$ cat src/design/ufc_map.svh
// Purpose: Addresses, field positions, reset values and timing for the function control register.
// Assumes: 6-bit immediate register addresses and a 100 MHz block clock.
// Notes:   Definitions only.
`ifndef UFC_MAP_SVH
`define UFC_MAP_SVH

// Register addresses: write, set and clear.
`define UFC_ADDR_WRITE   6'h04
`define UFC_ADDR_SET     6'h05
`define UFC_ADDR_CLEAR   6'h06

// Field positions.
`define UFC_BIT_RSVD     7
`define UFC_BIT_LPN      6
`define UFC_BIT_RESET    5
`define UFC_OPM_HI       4
`define UFC_OPM_LO       3
`define UFC_BIT_TERM     2
`define UFC_SPD_HI       1
`define UFC_SPD_LO       0

// Reset value: powered, normal mode, full-speed.
`define UFC_RESET_VALUE  8'h41

// Operating mode codes.
`define UFC_OPM_NORMAL   2'h0
`define UFC_OPM_NODRIVE  2'h1
`define UFC_OPM_RAW      2'h2
`define UFC_OPM_NOSYNC   2'h3

// Speed select codes.
`define UFC_SPD_HS       2'h0
`define UFC_SPD_FS       2'h1
`define UFC_SPD_LS       2'h2
`define UFC_SPD_FS4LS    2'h3

// Core reset duration and clock period.
`define UFC_CORE_RESET_NS 200
`define UFC_CLK_PERIOD_NS 10

`endif

$ cat src/design/ufc_pkg.sv
// Purpose: Types shared by the function control register block.
// Assumes: Included map header supplies the numbers.
// Notes:   States are one-hot.
package ufc_pkg;

	// Core reset sequencer states.
	typedef enum logic [2:0] {
		UFC_IDLE  = 3'b001,
		UFC_CORE  = 3'b010,
		UFC_RXCMD = 3'b100
	} ufc_state_t;

	// Whole state of the register block.
	typedef struct packed {
		ufc_state_t state;
		logic [7:0] fc;
		logic       stp_s1;
		logic       stp_s2;
		logic       dir;
		logic       core_reset;
		logic       rxcmd_update;
		logic       low_power;
		logic [7:0] rdata;
		logic       rd_valid;
		logic       tx_drive_en;
		logic       tx_stuff_nrzi_en;
		logic       tx_auto_sync_eop;
		logic       fs_preamble_en;
		logic       hs_term_en;
		logic       fs_pullup_en;
	} ufc_regs_t;

	// Whole state of the delay timer.
	typedef struct packed {
		logic [15:0] count;
		logic        busy;
		logic        done;
	} ufc_timer_t;

endpackage : ufc_pkg

$ cat src/design/ufc_delay_timer.sv
// Purpose: One-shot delay: a start pulse gives a done pulse CYCLES edges later.
// Assumes: Start comes from logic on the same clock.
// Notes:   A start while busy is ignored.
`timescale 1ns/10ps
module ufc_delay_timer
	import ufc_pkg::*;
#(
	parameter int CYCLES = 20
) (
	// Clock and reset.
	input  wire logic clk,
	input  wire logic arst_n,
	// Control.
	input  wire logic start,
	output logic      done
);

	// Refuse at elaboration a count that the 16-bit down-counter cannot hold.
	if (CYCLES < 1 || CYCLES > 65535) begin : cycles_range_chk
		$error("ufc_delay_timer: CYCLES out of range");
	end

	localparam logic [15:0] LOAD = 16'(CYCLES - 1);

	ufc_timer_t s;
	ufc_timer_t next_s;

	// Count down while busy and pulse done on reaching zero.
	always_comb begin
		next_s      = s;
		next_s.done = 1'b0;
		if (s.busy) begin
			if (s.count == 16'h0000) begin
				next_s.busy = 1'b0;
				next_s.done = 1'b1;
			end else begin
				next_s.count = s.count - 16'h0001;
			end
		end else if (start) begin
			next_s.busy  = 1'b1;
			next_s.count = LOAD;
		end
	end

	always_ff @(posedge clk or negedge arst_n) begin
		if (!arst_n) begin
			s <= '0;
		end else begin
			s <= next_s;
		end
	end

	assign done = s.done;

endmodule : ufc_delay_timer

$ cat src/design/ufc_func_ctrl.sv
// Purpose: Function control register with write, set and clear access and self-clearing bits.
// Assumes: Register port comes from ULPI logic on clk; stp is a pin and is synchronised.
// Notes:   Reads answer only at the three register addresses.
`timescale 1ns/10ps
`include "ufc_map.svh"
module ufc_func_ctrl
	import ufc_pkg::*;
#(
	parameter int CORE_RESET_NS = `UFC_CORE_RESET_NS
) (
	// Clock and reset.
	input  wire logic       clk,
	input  wire logic       arst_n,
	// Register port from the ULPI interface logic.
	input  wire logic [5:0] reg_addr,
	input  wire logic [7:0] reg_wdata,
	input  wire logic       reg_wr,
	input  wire logic       reg_rd,
	output logic      [7:0] reg_rdata,
	output logic            reg_rd_valid,
	// Pins and bus-resistor inputs.
	input  wire logic       stp,
	input  wire logic       dplus_low_resistor,
	input  wire logic       dminus_low_resistor,
	// Bus direction and core control.
	output logic            dir,
	output logic            core_reset,
	output logic            rxcmd_update,
	output logic            low_power,
	// Register fields.
	output logic      [1:0] operating_mode,
	output logic            termination_select,
	output logic      [1:0] transceiver_speed_select,
	// Decoded transmit and termination controls.
	output logic            tx_drive_en,
	output logic            tx_stuff_nrzi_en,
	output logic            tx_auto_sync_eop,
	output logic            fs_preamble_en,
	output logic            hs_term_en,
	output logic            fs_pullup_en
);

	// Least time rounds up to whole cycles.
	localparam int CORE_RESET_CYC =
		(CORE_RESET_NS + `UFC_CLK_PERIOD_NS - 1) / `UFC_CLK_PERIOD_NS;

	// Refuse at elaboration a core reset too short to give one cycle of DIR.
	if (CORE_RESET_CYC < 1) begin : reset_len_chk
		$error("ufc_func_ctrl: CORE_RESET_NS too small");
	end

	ufc_regs_t s;
	ufc_regs_t next_s;
	logic      hit;
	logic      timer_start;
	logic      timer_done;

	////////////////////////////////////////////////////////////////////////////////
	// Core reset timer.

	// The timer is started only from idle, so a reset bit held high restarts nothing.
	assign timer_start = (s.state == UFC_IDLE) && s.fc[`UFC_BIT_RESET];

	ufc_delay_timer #(
		.CYCLES (CORE_RESET_CYC)
	) u_core_timer (
		.clk    (clk),
		.arst_n (arst_n),
		.start  (timer_start),
		.done   (timer_done)
	);

	////////////////////////////////////////////////////////////////////////////////
	// Next state.

	assign hit = (reg_addr == `UFC_ADDR_WRITE) || (reg_addr == `UFC_ADDR_SET) ||
		(reg_addr == `UFC_ADDR_CLEAR);

	// Bus access first, then hardware updates, so a self-clear or wake-up is never lost.
	always_comb begin
		next_s              = s;
		next_s.stp_s1       = stp;
		next_s.stp_s2       = s.stp_s1;
		next_s.rxcmd_update = 1'b0;
		next_s.rd_valid     = 1'b0;
		// Reads see the value stored before this cycle's write.
		if (reg_rd && hit) begin
			next_s.rd_valid = 1'b1;
			next_s.rdata    = s.fc;
		end
		if (reg_wr) begin
			case (reg_addr)
				`UFC_ADDR_WRITE: begin
					next_s.fc = reg_wdata;
				end
				`UFC_ADDR_SET: begin
					next_s.fc = s.fc | reg_wdata;
				end
				`UFC_ADDR_CLEAR: begin
					next_s.fc = s.fc & ~reg_wdata;
				end
				default: begin
					next_s.fc = s.fc;
				end
			endcase
		end
		// STP while in low power wakes the device and restores the powered bit.
		if (s.low_power && s.stp_s2) begin
			next_s.fc[`UFC_BIT_LPN] = 1'b1;
		end
		// Core reset sequencer.
		case (s.state)
			UFC_IDLE: begin
				if (s.fc[`UFC_BIT_RESET]) begin
					next_s.state      = UFC_CORE;
					next_s.dir        = 1'b1;
					next_s.core_reset = 1'b1;
				end
			end
			UFC_CORE: begin
				if (timer_done) begin
					next_s.state              = UFC_RXCMD;
					next_s.dir                = 1'b0;
					next_s.core_reset         = 1'b0;
					next_s.fc[`UFC_BIT_RESET] = 1'b0;
				end
			end
			UFC_RXCMD: begin
				next_s.state        = UFC_IDLE;
				next_s.rxcmd_update = 1'b1;
			end
			default: begin
				next_s.state      = UFC_IDLE;
				next_s.dir        = 1'b0;
				next_s.core_reset = 1'b0;
			end
		endcase
		// A suspend bit at zero enters low-power mode.
		next_s.low_power = !next_s.fc[`UFC_BIT_LPN];
		// Transmit encoding from the operating mode; preamble enable from the speed select.
		next_s.tx_drive_en      = s.fc[`UFC_OPM_HI:`UFC_OPM_LO] != `UFC_OPM_NODRIVE;
		next_s.tx_stuff_nrzi_en = s.fc[`UFC_OPM_HI:`UFC_OPM_LO] != `UFC_OPM_RAW;
		next_s.tx_auto_sync_eop = s.fc[`UFC_OPM_HI:`UFC_OPM_LO] != `UFC_OPM_NOSYNC;
		next_s.fs_preamble_en   = s.fc[`UFC_SPD_HI:`UFC_SPD_LO] == `UFC_SPD_FS4LS;
		// Terminations: off when not driving; host pull-downs suppress the device pull-up.
		next_s.hs_term_en = !s.fc[`UFC_BIT_TERM] && next_s.tx_drive_en &&
			(s.fc[`UFC_SPD_HI:`UFC_SPD_LO] == `UFC_SPD_HS);
		next_s.fs_pullup_en = s.fc[`UFC_BIT_TERM] && next_s.tx_drive_en &&
			!(dplus_low_resistor && dminus_low_resistor);
	end

	////////////////////////////////////////////////////////////////////////////////
	// State register.

	// One clock for bus and self-clears, so a read never sees a half update.
	always_ff @(posedge clk or negedge arst_n) begin
		if (!arst_n) begin
			s                  <= '0;
			s.state            <= UFC_IDLE;
			s.fc               <= `UFC_RESET_VALUE;
			s.tx_drive_en      <= 1'b1;
			s.tx_stuff_nrzi_en <= 1'b1;
			s.tx_auto_sync_eop <= 1'b1;
		end else begin
			s <= next_s;
		end
	end

	assign reg_rdata                = s.rdata;
	assign reg_rd_valid             = s.rd_valid;
	assign dir                      = s.dir;
	assign core_reset               = s.core_reset;
	assign rxcmd_update             = s.rxcmd_update;
	assign low_power                = s.low_power;
	assign operating_mode           = s.fc[`UFC_OPM_HI:`UFC_OPM_LO];
	assign termination_select       = s.fc[`UFC_BIT_TERM];
	assign transceiver_speed_select = s.fc[`UFC_SPD_HI:`UFC_SPD_LO];
	assign tx_drive_en              = s.tx_drive_en;
	assign tx_stuff_nrzi_en         = s.tx_stuff_nrzi_en;
	assign tx_auto_sync_eop         = s.tx_auto_sync_eop;
	assign fs_preamble_en           = s.fs_preamble_en;
	assign hs_term_en               = s.hs_term_en;
	assign fs_pullup_en             = s.fs_pullup_en;
endmodule : ufc_func_ctrl

$ cat config.mk
export PLATFORM = sky130hd
export DESIGN_NAME = ufc_func_ctrl
export DESIGN_NICKNAME = d
export VERILOG_FILES = /design/src/design/ufc_pkg.sv /design/src/design/ufc_delay_timer.sv /design/src/design/ufc_func_ctrl.sv
export VERILOG_INCLUDE_DIRS = /design/src /design/src/design
export SDC_FILE = /design/constraint.sdc
export NUM_CORES = 1
export LEC_CHECK = 0
export BUFFER_PORTS_ARGS = -buffer_cell sky130_fd_sc_hd__buf_2
export CORE_AREA = 2 2 70 72
export CTS_BUF_LIST = sky130_fd_sc_hd__clkbuf_2
export DETAILED_ROUTE_END_ITERATION = 8
export DIE_AREA = 0 0 72 74
export GPL_ROUTABILITY_DRIVEN = 0
export PLACE_DENSITY = 0.76
export SLEW_MARGIN = 20
export SYNTH_ARGS = -nofsm -noshare
export SYNTH_HDL_FRONTEND = slang
export SYNTH_SLANG_ARGS = --single-unit
$ cat constraint.sdc
create_clock -name clk -period 2.2 [get_ports clk]
set_input_delay 0.11 -clock clk [delete_from_list [all_inputs] [get_ports clk]]
set_output_delay 0.11 -clock clk [all_outputs]
set_load 0.005 [all_outputs]
==> flow_metrics.env, run 1 <==
export IMPL_dp_final_hpwl_um=3040
export IMPL_synth_edff_count=0
export IMPL_die_w_um=72
export IMPL_post_synth_inst_count=203
export IMPL_clockBufferDepth=2
export IMPL_global_route_wire_length_before_repair_um=7070
export IMPL_number_of_antenna_diodes=0
export IMPL_unrepaired_setup_endpoints_after_global_routing="false"
export IMPL_synthesis_area_um2=2260
export IMPL_sw_frac_of_total_pct=37.0
export IMPL_design_portCount=45
export IMPL_final_setup_viol_count=0
export IMPL_final_cell_count_no_fill=307
export IMPL_netlist_cell_type_count=45
export IMPL_worstHoldPathType="primary input to register"
export IMPL_final_period_utilization_pct=94.5
export IMPL_layout_nets=275
export IMPL_yosys_area_share_adder_pct=1.10
export IMPL_nFillCells=390
export IMPL_pre_cts_slack_ns=0.0361
export IMPL_insertion_delay_ns=0.43
export IMPL_setup_ws_ns=0.122
export IMPL_power_share_combinational_pct=35.9
export IMPL_track_usage_pct=17.2
export IMPL_clock_tree_root_cell="sky130_fd_sc_hd__clkbuf_2"
export IMPL_max_slew_margin_rel_pct=60.5
export IMPL_tritoncts_num_sinks=49
export IMPL_first_iter_violations=61
export IMPL_yosys_area_share_simple_pct=19.7
export IMPL_timing_hold_violations_final=0
export IMPL_number_of_antenna_violations_at_the_first_check_in_global_routing=0
export IMPL_dp_cells=287
export IMPL_cap_viol_max_count=0
export IMPL_layout_cells_most_common_list="sky130_fd_sc_hd__buf_2 (44), sky130_fd_sc_hd__dfrtp_1 (43), sky130_fd_sc_hd__nand2_1 (20)"
export IMPL_synth_top_family_by_area="simple AND/OR/NAND/NOR gates"
export IMPL_layout_cells_most_common="sky130_fd_sc_hd__buf_2"
export IMPL_synthXorXnorAreaFrac_pct=0
export IMPL_design_die_area_um2=5330
export IMPL_via_per_inst=5.57
export IMPL_sequentialPowerShare_pct=50.4
export IMPL_tritoncts_clock_tree="yes"
export IMPL_postSynthNetCount=226
export IMPL_asr_flop_ratio_synth_pct=100
export IMPL_muxShareOfSynthArea_pct=8.40
export IMPL_cell_internal_power_mw=1.72
export IMPL_maxClockFrequency_ghz=0.481
export IMPL_syn2layout_area_growth_pct=16.7
export IMPL_crit_fanout=10
export IMPL_io_buffer_count=44
export IMPL_mean_syn_cell_area_um2=11.2
export IMPL_area_fraction_in_compound_gates_after_synthesis_pct=10.2
export IMPL_vias_post_dr=1709
export IMPL_tightestPinTransition_ns=0.588
export IMPL_drive_above_1_share_pct=30.0
export IMPL_cts_buffers_inserted=5
export IMPL_worst_endpoint_required_ns=2.57
export IMPL_power_density_nw_per_um2=1030
export IMPL_clkTransAtPathRegs_ns=0.24
export IMPL_cts_htree_levels=2
export IMPL_netSwitchingPower_mw=1.01
export IMPL_route_final_wire_length_um=4470
export IMPL_cp_end_kind="register"
export IMPL_total_leakage_power_nw=1.26
export IMPL_timing_final_crit_period_ns=2.08
export IMPL_wl_per_cell_um=14.6
export IMPL_final_setup_tns_ns=0
export IMPL_first_global_vias=1587
export IMPL_synth_sequential_area_ratio_pct=54.5
export IMPL_cp_data_arrival_time_ns=2.45
export IMPL_result_of_the_run="finished, final reports clean"
export IMPL_ant_nets=0
export IMPL_finalClockSkew_ns=0.0195
export IMPL_synth_warnings=0
export IMPL_number_of_synthesized_register_bits=49
export IMPL_grt_overflow_total=0
export IMPL_core_rows=25
export IMPL_critPathKind="register to register"
export IMPL_critical_path_startpoint_type="register"
export IMPL_core_area_um2=4600
export IMPL_maximum_number_of_pins_on_one_net_before_global_route_repair=26
export IMPL_post_route_drc_count=0
export IMPL_peak_vdd_ir_mv=0.669
export IMPL_drt_first_pass_iters=4
export IMPL_initial_core_util_pct=49.3
export IMPL_power_share_clock_pct=13.6
export IMPL_drv_slew=0
export IMPL_synthFlopType="sky130_fd_sc_hd__dfrtp_1"
export IMPL_fp_dieH_um=74
-- routing by layer --
| layer | global-route usage, % | vias to the layer above | share of wire [%] |
|---|---|---|---|
| li1 | - | 828 | - |
| met1 | 20.2 | 827 | 44 |
| met2 | 31.0 | 49 | 50 |
| met3 | 4.34 | 5 | 4.5 |
| met4 | 5.87 | 0 | 1.0 |
| met5 | 0 | - | 0 |
-- cells by family after synthesis --
logic type,after synthesis
buffers and inverters,22
adders and majority gates,2
and+or+nand+nor,79
DFF,49
muxes,18
AOI/OAI and AO/OA,33
-- power groups by stage --
stage / registers [mW] / logic, mW / clock network, mW
floorplan: 1.36 / 0.708 / 0
global placement: 1.38 / 0.926 / 0
detailed placement: 1.39 / 0.958 / 0
CTS: 1.37 / 0.981 / 0.391
global route: 1.42 / 1.10 / 0.420
finish: 1.38 / 0.981 / 0.372
-- stage by stage --
stage          power (mW)  hold slack (ns)  instance area (um^2)  util [%]
6_report             2.73           0.0669                  2640      57.5
3_3_place_gp         2.31            0.131                  2470      53.7
4_1_cts              2.74           0.0389                  2640      57.4
3_5_place_dp         2.35            0.133                  2470      53.7
2_1_floorplan        2.07           -0.186                  2260         -
5_1_grt              2.93           0.0364                  2640      57.5
-- repair_timing --
item	4_1_cts	5_1_grt
hold endpoints to repair	35	0
hold buffers	12	0
buffers inserted	0	0
resized for setup	0	1
endpoints found under the setup margin	0	3
-- path summary, 6_finish.rpt --
kind,endpoint,startpoint,slack (ns),depth (start not counted)
worst max-delay path,u_core_timer.s[13]$_DFFE_PN0P_,u_core_timer.s[7]$_DFFE_PN0P_,0.12,4
worst min-delay path,s[26]$_DFF_PN0_,reg_addr[1],0.07,4
worst max register to register,u_core_timer.s[13]$_DFFE_PN0P_,u_core_timer.s[7]$_DFFE_PN0P_,0.12,4
worst min register to register,s[19]$_DFF_PN0_,next_s[19]$_DFF_PN0_,0.39,0
max in group asynchronous,s[29]$_DFFE_PN1P_,arst_n,1.43,3
min in group asynchronous,reg_rdata[2]$_DFFE_PN0P_,arst_n,0.16,2
-- cells in the mapped netlist (all sizes together) (6+ instances only) --
cell    n  share of area [%]
dfrtp  43                 48
nand2  20                3.3
buf    14                4.8
mux2i  10                4.4
nor3    9                2.0
mux2    8                4.0
o21ai   8                1.8
nor2    7                1.2
a22o    6                2.3
dfstp   6                7.0
-- state kept, by name, indices dropped and copies added (netlist names), 2 cells and up --
| register | flops |
|---|---|
| reg_rdata | 8 |
| u_core_timer.s | 17 |
| operating_mode | 2 |
| s | 7 |
| transceiver_speed_select | 2 |
-- critical path, cell delays in order (launching register included) --
cell	delay [ns]
sky130_fd_sc_hd__dfrtp_1	0.47
sky130_fd_sc_hd__or4_4	0.54
sky130_fd_sc_hd__or3_4	0.40
sky130_fd_sc_hd__nor4b_1	0.40
sky130_fd_sc_hd__mux2i_1	0.23
-- final cells by class --
| type | instances | area (um^2) | share of cell area, % |
|---|---|---|---|
| Multi-Input combinational cell | 132 | 897 | 33.9 |
| Clock inverter | 3 | 21.3 | 0.805 |
| Timing Repair Buffer | 60 | 383 | 14.5 |
| Inverter | 4 | 15.0 | 0.568 |
| Sequential cell | 49 | 1230 | 46.7 |
| Clock buffer | 5 | 25.0 | 0.947 |
| Tap cell | 54 | 67.6 | 2.56 |
Note: power is estimated with default switching activity, not from simulation.
==> run 2: changes to the inputs <==
CTS_CLUSTER_DIAMETER = 150   (was default)
MAX_ROUTING_LAYER = met4   (was default)
==> flow_metrics.env, run 2 (synthesized netlist as in run 1, its figures left out) <==
export IMPL_critical_path_startpoint_type="register"
export IMPL_totalPowerFinal_mw=2.73
export IMPL_die_w_um=72
export IMPL_total_leakage_power_nw=1.26
export IMPL_cts_buffers_inserted=5
export IMPL_crit_fanout=10
export IMPL_cts_htree_levels=2
export IMPL_ant_nets=0
export IMPL_final_setup_viol_count=0
export IMPL_max_stage_delay_on_crit_path_ns=0.53
export IMPL_finalClockSkew_ns=0.0183
export IMPL_clockBufferDepth=2
export IMPL_timing_final_crit_period_ns=2.07
export IMPL_reg2regPathDepth=4
export IMPL_setup_bufs_post_cts=0
export IMPL_power_density_nw_per_um2=1030
export IMPL_drv_slew=0
export IMPL_design_portCount=45
export IMPL_holdPathEnd="s[26]$_DFF_PN0_"
export IMPL_placement_cell_area_um2=2470
export IMPL_initial_core_util_pct=49.3
export IMPL_maximum_number_of_pins_on_one_net_before_global_route_repair=26
export IMPL_drive_above_1_share_pct=30.0
export IMPL_via_per_inst=5.53
export IMPL_r2r_start="u_core_timer.s[7]$_DFFE_PN0P_"
export IMPL_critical_path_cell_chain="or4_4 -> or3_4 -> nor4b_1 -> mux2i_1"
export IMPL_layout_nets=275
export IMPL_first_iter_violations=64
export IMPL_peak_vdd_ir_mv=0.662
export IMPL_cp_end_kind="register"
export IMPL_cp_data_arrival_time_ns=2.45
export IMPL_grt_overflow_total=0
export IMPL_worst_endpoint_required_ns=2.57
export IMPL_final_setup_tns_ns=0
export IMPL_maxClockFrequency_ghz=0.482
export IMPL_tightestPinTransition_ns=0.605
export IMPL_core_area_um2=4600
export IMPL_track_usage_pct=17.8
export IMPL_final_util_pct=57.5
export IMPL_unrepaired_setup_endpoints_after_global_routing="false"
export IMPL_cp_top_family="simple AND/OR/NAND/NOR gates"
export IMPL_fp_dieH_um=74
export IMPL_post_route_drc_count=0
export IMPL_cp_num_buf_inv=0
export IMPL_finalInstanceArea_um2=2640
export IMPL_first_global_vias=1588
export IMPL_timing_hold_ws_ns=0.0641
export IMPL_global_route_wire_length_before_repair_um=7070
export IMPL_final_period_utilization_pct=94.3
export IMPL_syn2layout_area_growth_pct=16.7
export IMPL_worstHoldPathType="primary input to register"
export IMPL_cap_viol_max_count=0
export IMPL_core_rows=25
export IMPL_max_slew_margin_rel_pct=59.3
export IMPL_wl_per_cell_um=14.5
export IMPL_flip_flop_count_of_the_largest_register_all_copies_and_words_added=17
export IMPL_worst_hold_path_num_cells=4
export IMPL_clock_tree_root_cell="sky130_fd_sc_hd__clkbuf_2"
export IMPL_hold_start="reg_addr[1]"
export IMPL_design_die_area_um2=5330
export IMPL_drt_first_pass_iters=4
export IMPL_result_of_the_run="finished, final reports clean"
export IMPL_r2r_setup_slack_ns=0.13
export IMPL_dp_final_hpwl_um=3040
export IMPL_route_final_wire_length_um=4460
export IMPL_critPathSlowestCell="sky130_fd_sc_hd__or4_4"
export IMPL_vias_post_dr=1698
export IMPL_max_flop_register="u_core_timer.s"
export IMPL_worst_r2r_dst="u_core_timer.s[13]$_DFFE_PN0P_"
export IMPL_clkTransAtPathRegs_ns=0.24
export IMPL_critPathKind="register to register"
export IMPL_number_of_antenna_violations_at_the_first_check_in_global_routing=0
export IMPL_insertion_delay_ns=0.43
export IMPL_tritoncts_clock_tree="yes"
export IMPL_layout_cells_most_common="sky130_fd_sc_hd__buf_2"
export IMPL_tritoncts_num_sinks=49
export IMPL_timing_hold_violations_final=0
export IMPL_io_buffer_count=44
export IMPL_number_of_antenna_diodes=0
export IMPL_layout_cells_most_common_list="sky130_fd_sc_hd__buf_2 (44), sky130_fd_sc_hd__dfrtp_1 (43), sky130_fd_sc_hd__nand2_1 (20)"
run 2: cell counts in the layout (fill, tap and decap cells not counted):
No cell type changed its count.
run 2: metrics by stage:
stage | worst slack, ns | std cells
after floorplan | 0.149 | 203
after global placement | 0.0920 | 287
after detailed placement | 0.0361 | 287
after CTS | 0.00657 | 307
after global routing | 0.0501 | 307
final | 0.125 | 307
run 2: worst min-delay path: stages:
cell and delay, ns:
sky130_fd_sc_hd__buf_2 0.13, sky130_fd_sc_hd__nand2b_1 0.07, sky130_fd_sc_hd__a21bo_2 0.12, sky130_fd_sc_hd__a21oi_1 0.05
run 2: where the power goes:
part | switching, mW | internal, mW
Sequential | 0.217 | 1.16
Combinational | 0.500 | 0.480
Clock | 0.293 | 0.0804
Total | 1.01 | 1.72
run 2: repair_timing:
item | CTS | global route
setup endpoints to repair | 0 | 3
hold buffers | 12 | 0
endpoints found under the hold margin | 35 | 0
resized for setup | 0 | 1
run 2: how the worst max path moves through the flow:
stage / from / end / slack [ns] / cells after the start
2_1_floorplan: u_core_timer.s[6]$_DFFE_PN0P_ / u_core_timer.s[16]$_DFFE_PN0P_ / 0.15 / 5
3_3_place_gp: u_core_timer.s[7]$_DFFE_PN0P_ / u_core_timer.s[16]$_DFFE_PN0P_ / 0.09 / 4
3_5_place_dp: u_core_timer.s[7]$_DFFE_PN0P_ / u_core_timer.s[16]$_DFFE_PN0P_ / 0.04 / 4
4_1_cts: u_core_timer.s[7]$_DFFE_PN0P_ / u_core_timer.s[13]$_DFFE_PN0P_ / 0.007 / 4
5_1_grt: u_core_timer.s[7]$_DFFE_PN0P_ / u_core_timer.s[13]$_DFFE_PN0P_ / 0.05 / 4
6_report: u_core_timer.s[7]$_DFFE_PN0P_ / u_core_timer.s[13]$_DFFE_PN0P_ / 0.13 / 4
run 2: metal layers:
metal  part of all wire [%]  vias up  global-route usage (%)
met5                      0        -                       -
met4                   0.94        0                    5.87
met3                    4.5        5                    4.34
met2                     50       45                    31.0
met1                     45      821                    20.2
li1                       -      827                       -
run 2: final cells by class:
class / count / area (um^2)
Fill cell: 390 / 1960
Sequential cell: 49 / 1230
Multi-Input combinational cell: 132 / 897
Timing Repair Buffer: 60 / 383
Tap cell: 54 / 67.6
Clock buffer: 5 / 25.0
Clock inverter: 3 / 21.3
Inverter: 4 / 15.0
==> run 3: changes to the inputs <==
--- a/config.mk
+++ b/config.mk
@@ -17,2 +17,3 @@
 export PLACE_DENSITY = 0.76
+export RECOVER_POWER = 100
 export SLEW_MARGIN = 20
==> constraint.sdc (replaced) <==
create_clock -name clk -period 2.2 [get_ports clk]
set_input_delay 0.22 -clock clk [delete_from_list [all_inputs] [get_ports clk]]
set_output_delay 0.22 -clock clk [all_outputs]
set_load 0.005 [all_outputs]
==> flow_metrics.env, run 3 (synthesized netlist as in run 1, its figures left out) <==
export IMPL_io_buffer_count=44
export IMPL_layout_cells_most_common_list="sky130_fd_sc_hd__dfrtp_1 (43), sky130_fd_sc_hd__buf_2 (32), sky130_fd_sc_hd__nand2_1 (20)"
export IMPL_final_setup_tns_ns=0
export IMPL_global_route_wire_length_before_repair_um=6970
export IMPL_peak_vdd_ir_mv=0.593
export IMPL_crit_fanout=10
export IMPL_worst_endpoint_required_ns=2.55
export IMPL_unrepaired_setup_endpoints_after_global_routing="false"
export IMPL_cp_data_arrival_time_ns=2.43
export IMPL_worst_hold_path_num_cells=2
export IMPL_max_stage_delay_on_crit_path_ns=0.55
export IMPL_core_rows=25
export IMPL_critPathKind="register to register"
export IMPL_cts_htree_levels=2
export IMPL_power_share_combinational_pct=34.3
export IMPL_dp_final_hpwl_um=3090
export IMPL_final_setup_viol_count=0
export IMPL_grt_overflow_total=0
export IMPL_setup_bufs_post_cts=0
export IMPL_number_of_antenna_diodes=0
export IMPL_design_portCount=45
export IMPL_netSwitchingPower_uw=994
export IMPL_power_share_clock_pct=16.6
export IMPL_worst_r2r_dst="u_core_timer.s[13]$_DFFE_PN0P_"
export IMPL_critical_path_cell_chain="or4_4 -> or3_4 -> nor4b_1 -> mux2i_1"
export IMPL_met2_wirelength_um=2140
export IMPL_total_leakage_power_nw=1.21
export IMPL_power_density_nw_per_um2=1080
export IMPL_insertion_delay_ns=0.41
export IMPL_final_period_utilization_pct=94.6
export IMPL_vias_post_dr=1686
export IMPL_drive_above_1_share_pct=24.7
export IMPL_design_die_area_um2=5330
export IMPL_finalInstanceArea_um2=2600
export IMPL_pre_cts_slack_ns=0.0700
export IMPL_cp_num_buf_inv=0
export IMPL_wl_per_cell_um=14.3
export IMPL_clockBufferDepth=2
export IMPL_hold_start="reg_wdata[7]"
export IMPL_max_slew_margin_rel_pct=44.8
export IMPL_core_area_um2=4600
export IMPL_fp_dieH_um=74
export IMPL_m1WireLength_um=1990
export IMPL_topRoutingLayerUsed="met4"
export IMPL_clock_tree_root_cell="sky130_fd_sc_hd__clkbuf_2"
export IMPL_layout_cells_most_common="sky130_fd_sc_hd__dfrtp_1"
export IMPL_met3_wirelength_um=198
export IMPL_timing_hold_violations_final=0
export IMPL_number_of_antenna_violations_at_the_first_check_in_global_routing=0
export IMPL_reg2regPathDepth=4
export IMPL_cts_buffers_inserted=5
export IMPL_route_final_wire_length_um=4360
export IMPL_post_route_drc_count=0
export IMPL_first_global_vias=1551
export IMPL_r2r_setup_slack_ns=0.12
export IMPL_cp_end_kind="register"
export IMPL_critPathSlowestCell="sky130_fd_sc_hd__or4_4"
export IMPL_timing_hold_ws_ns=0.0556
export IMPL_max_flop_register="u_core_timer.s"
export IMPL_holdPathEnd="s[28]$_DFFE_PN0P_"
export IMPL_cp_top_family="simple AND/OR/NAND/NOR gates"
export IMPL_first_iter_violations=91
export IMPL_syn2layout_area_growth_pct=14.9
export IMPL_ant_nets=0
export IMPL_cap_viol_max_count=0
export IMPL_drt_first_pass_iters=4
export IMPL_finalClockSkew_ns=0.0142
export IMPL_flip_flop_count_of_the_largest_register_all_copies_and_words_added=17
export IMPL_cp_num_cells=4
export IMPL_placement_cell_area_um2=2470
export IMPL_die_w_um=72
export IMPL_critical_path_startpoint_type="register"
export IMPL_setup_ws_ns=0.119
export IMPL_drv_slew=0
export IMPL_maximum_number_of_pins_on_one_net_before_global_route_repair=22
export IMPL_timing_final_crit_period_ns=2.08
export IMPL_tritoncts_clock_tree="yes"
export IMPL_layout_nets=273
export IMPL_r2r_start="u_core_timer.s[6]$_DFFE_PN0P_"
export IMPL_maxClockFrequency_ghz=0.480
export IMPL_clkTransAtPathRegs_ns=0.23
export IMPL_via_per_inst=5.53
export IMPL_tightestPinTransition_ns=0.827
export IMPL_cell_internal_power_mw=1.81
export IMPL_sequentialPowerShare_pct=49.1
export IMPL_totalPowerFinal_mw=2.80
export IMPL_sw_frac_of_total_pct=35.5
export IMPL_tritoncts_num_sinks=49
export IMPL_track_usage_pct=17.6
export IMPL_initial_core_util_pct=49.3
export IMPL_result_of_the_run="finished, final reports clean"
export IMPL_worstHoldPathType="primary input to register"
-- run 3: changes by cell type in the layout (fill, tap and decap cells not counted), moves of 2 or more --
cell	previous run	this run
sky130_fd_sc_hd__buf_2	44	32
sky130_fd_sc_hd__clkbuf_1	0	13
sky130_fd_sc_hd__clkbuf_2	5	7
sky130_fd_sc_hd__dfstp_1	0	2
sky130_fd_sc_hd__dfstp_2	6	4
sky130_fd_sc_hd__dlygate4sd3_1	12	8
-- run 3: worst max path at each step --
stage	from	endpoint	slack [ns]
after floorplan	u_core_timer.s[6]$_DFFE_PN0P_	u_core_timer.s[16]$_DFFE_PN0P_	0.15
after global placement	u_core_timer.s[6]$_DFFE_PN0P_	u_core_timer.s[16]$_DFFE_PN0P_	0.11
after detailed placement	u_core_timer.s[6]$_DFFE_PN0P_	u_core_timer.s[16]$_DFFE_PN0P_	0.07
after CTS	u_core_timer.s[6]$_DFFE_PN0P_	u_core_timer.s[15]$_DFFE_PN0P_	0.03
after global routing	u_core_timer.s[6]$_DFFE_PN0P_	u_core_timer.s[13]$_DFFE_PN0P_	0.05
final	u_core_timer.s[6]$_DFFE_PN0P_	u_core_timer.s[13]$_DFFE_PN0P_	0.12
-- run 3: routing by layer --
layer	global-route usage, %	vias up
met2	28.9	44
met4	6.50	0
met3	4.07	4
met1	21.3	820
met5	-	-
li1	-	818
-- run 3: power by group through the flow --
| stage | Clock (mW) | Sequential, mW | Combinational [mW] |
|---|---|---|---|
| finish | 0.466 | 1.38 | 0.960 |
| detailed placement | 0 | 1.39 | 0.962 |
| global route | 0.517 | 1.42 | 1.08 |
| CTS | 0.483 | 1.37 | 0.973 |
| floorplan | 0 | 1.36 | 0.708 |
| global placement | 0 | 1.38 | 0.940 |
-- run 3: cell type report --
type | instances | area (um^2)
Timing Repair Buffer | 58 | 322
Multi-Input combinational cell | 132 | 897
Tap cell | 54 | 67.6
Sequential cell | 49 | 1230
Clock buffer | 5 | 25.0
Fill cell | 409 | 2000
Clock inverter | 3 | 41.3
Inverter | 4 | 15.0
-- run 3: repair_timing --
item,CTS,global route
hold buffers,3,5
gates resized for setup,0,1
endpoints found under the hold margin,15,5
setup endpoints to repair,0,4
-- run 3: stage by stage --
| step | utilization (%) | std cells |
|---|---|---|
| finish | 56.6 | 305 |
| global route | 56.6 | 305 |
| CTS | 55.9 | 300 |
| detailed placement | 53.8 | 289 |
| global placement | 53.8 | 289 |
| floorplan | - | 203 |
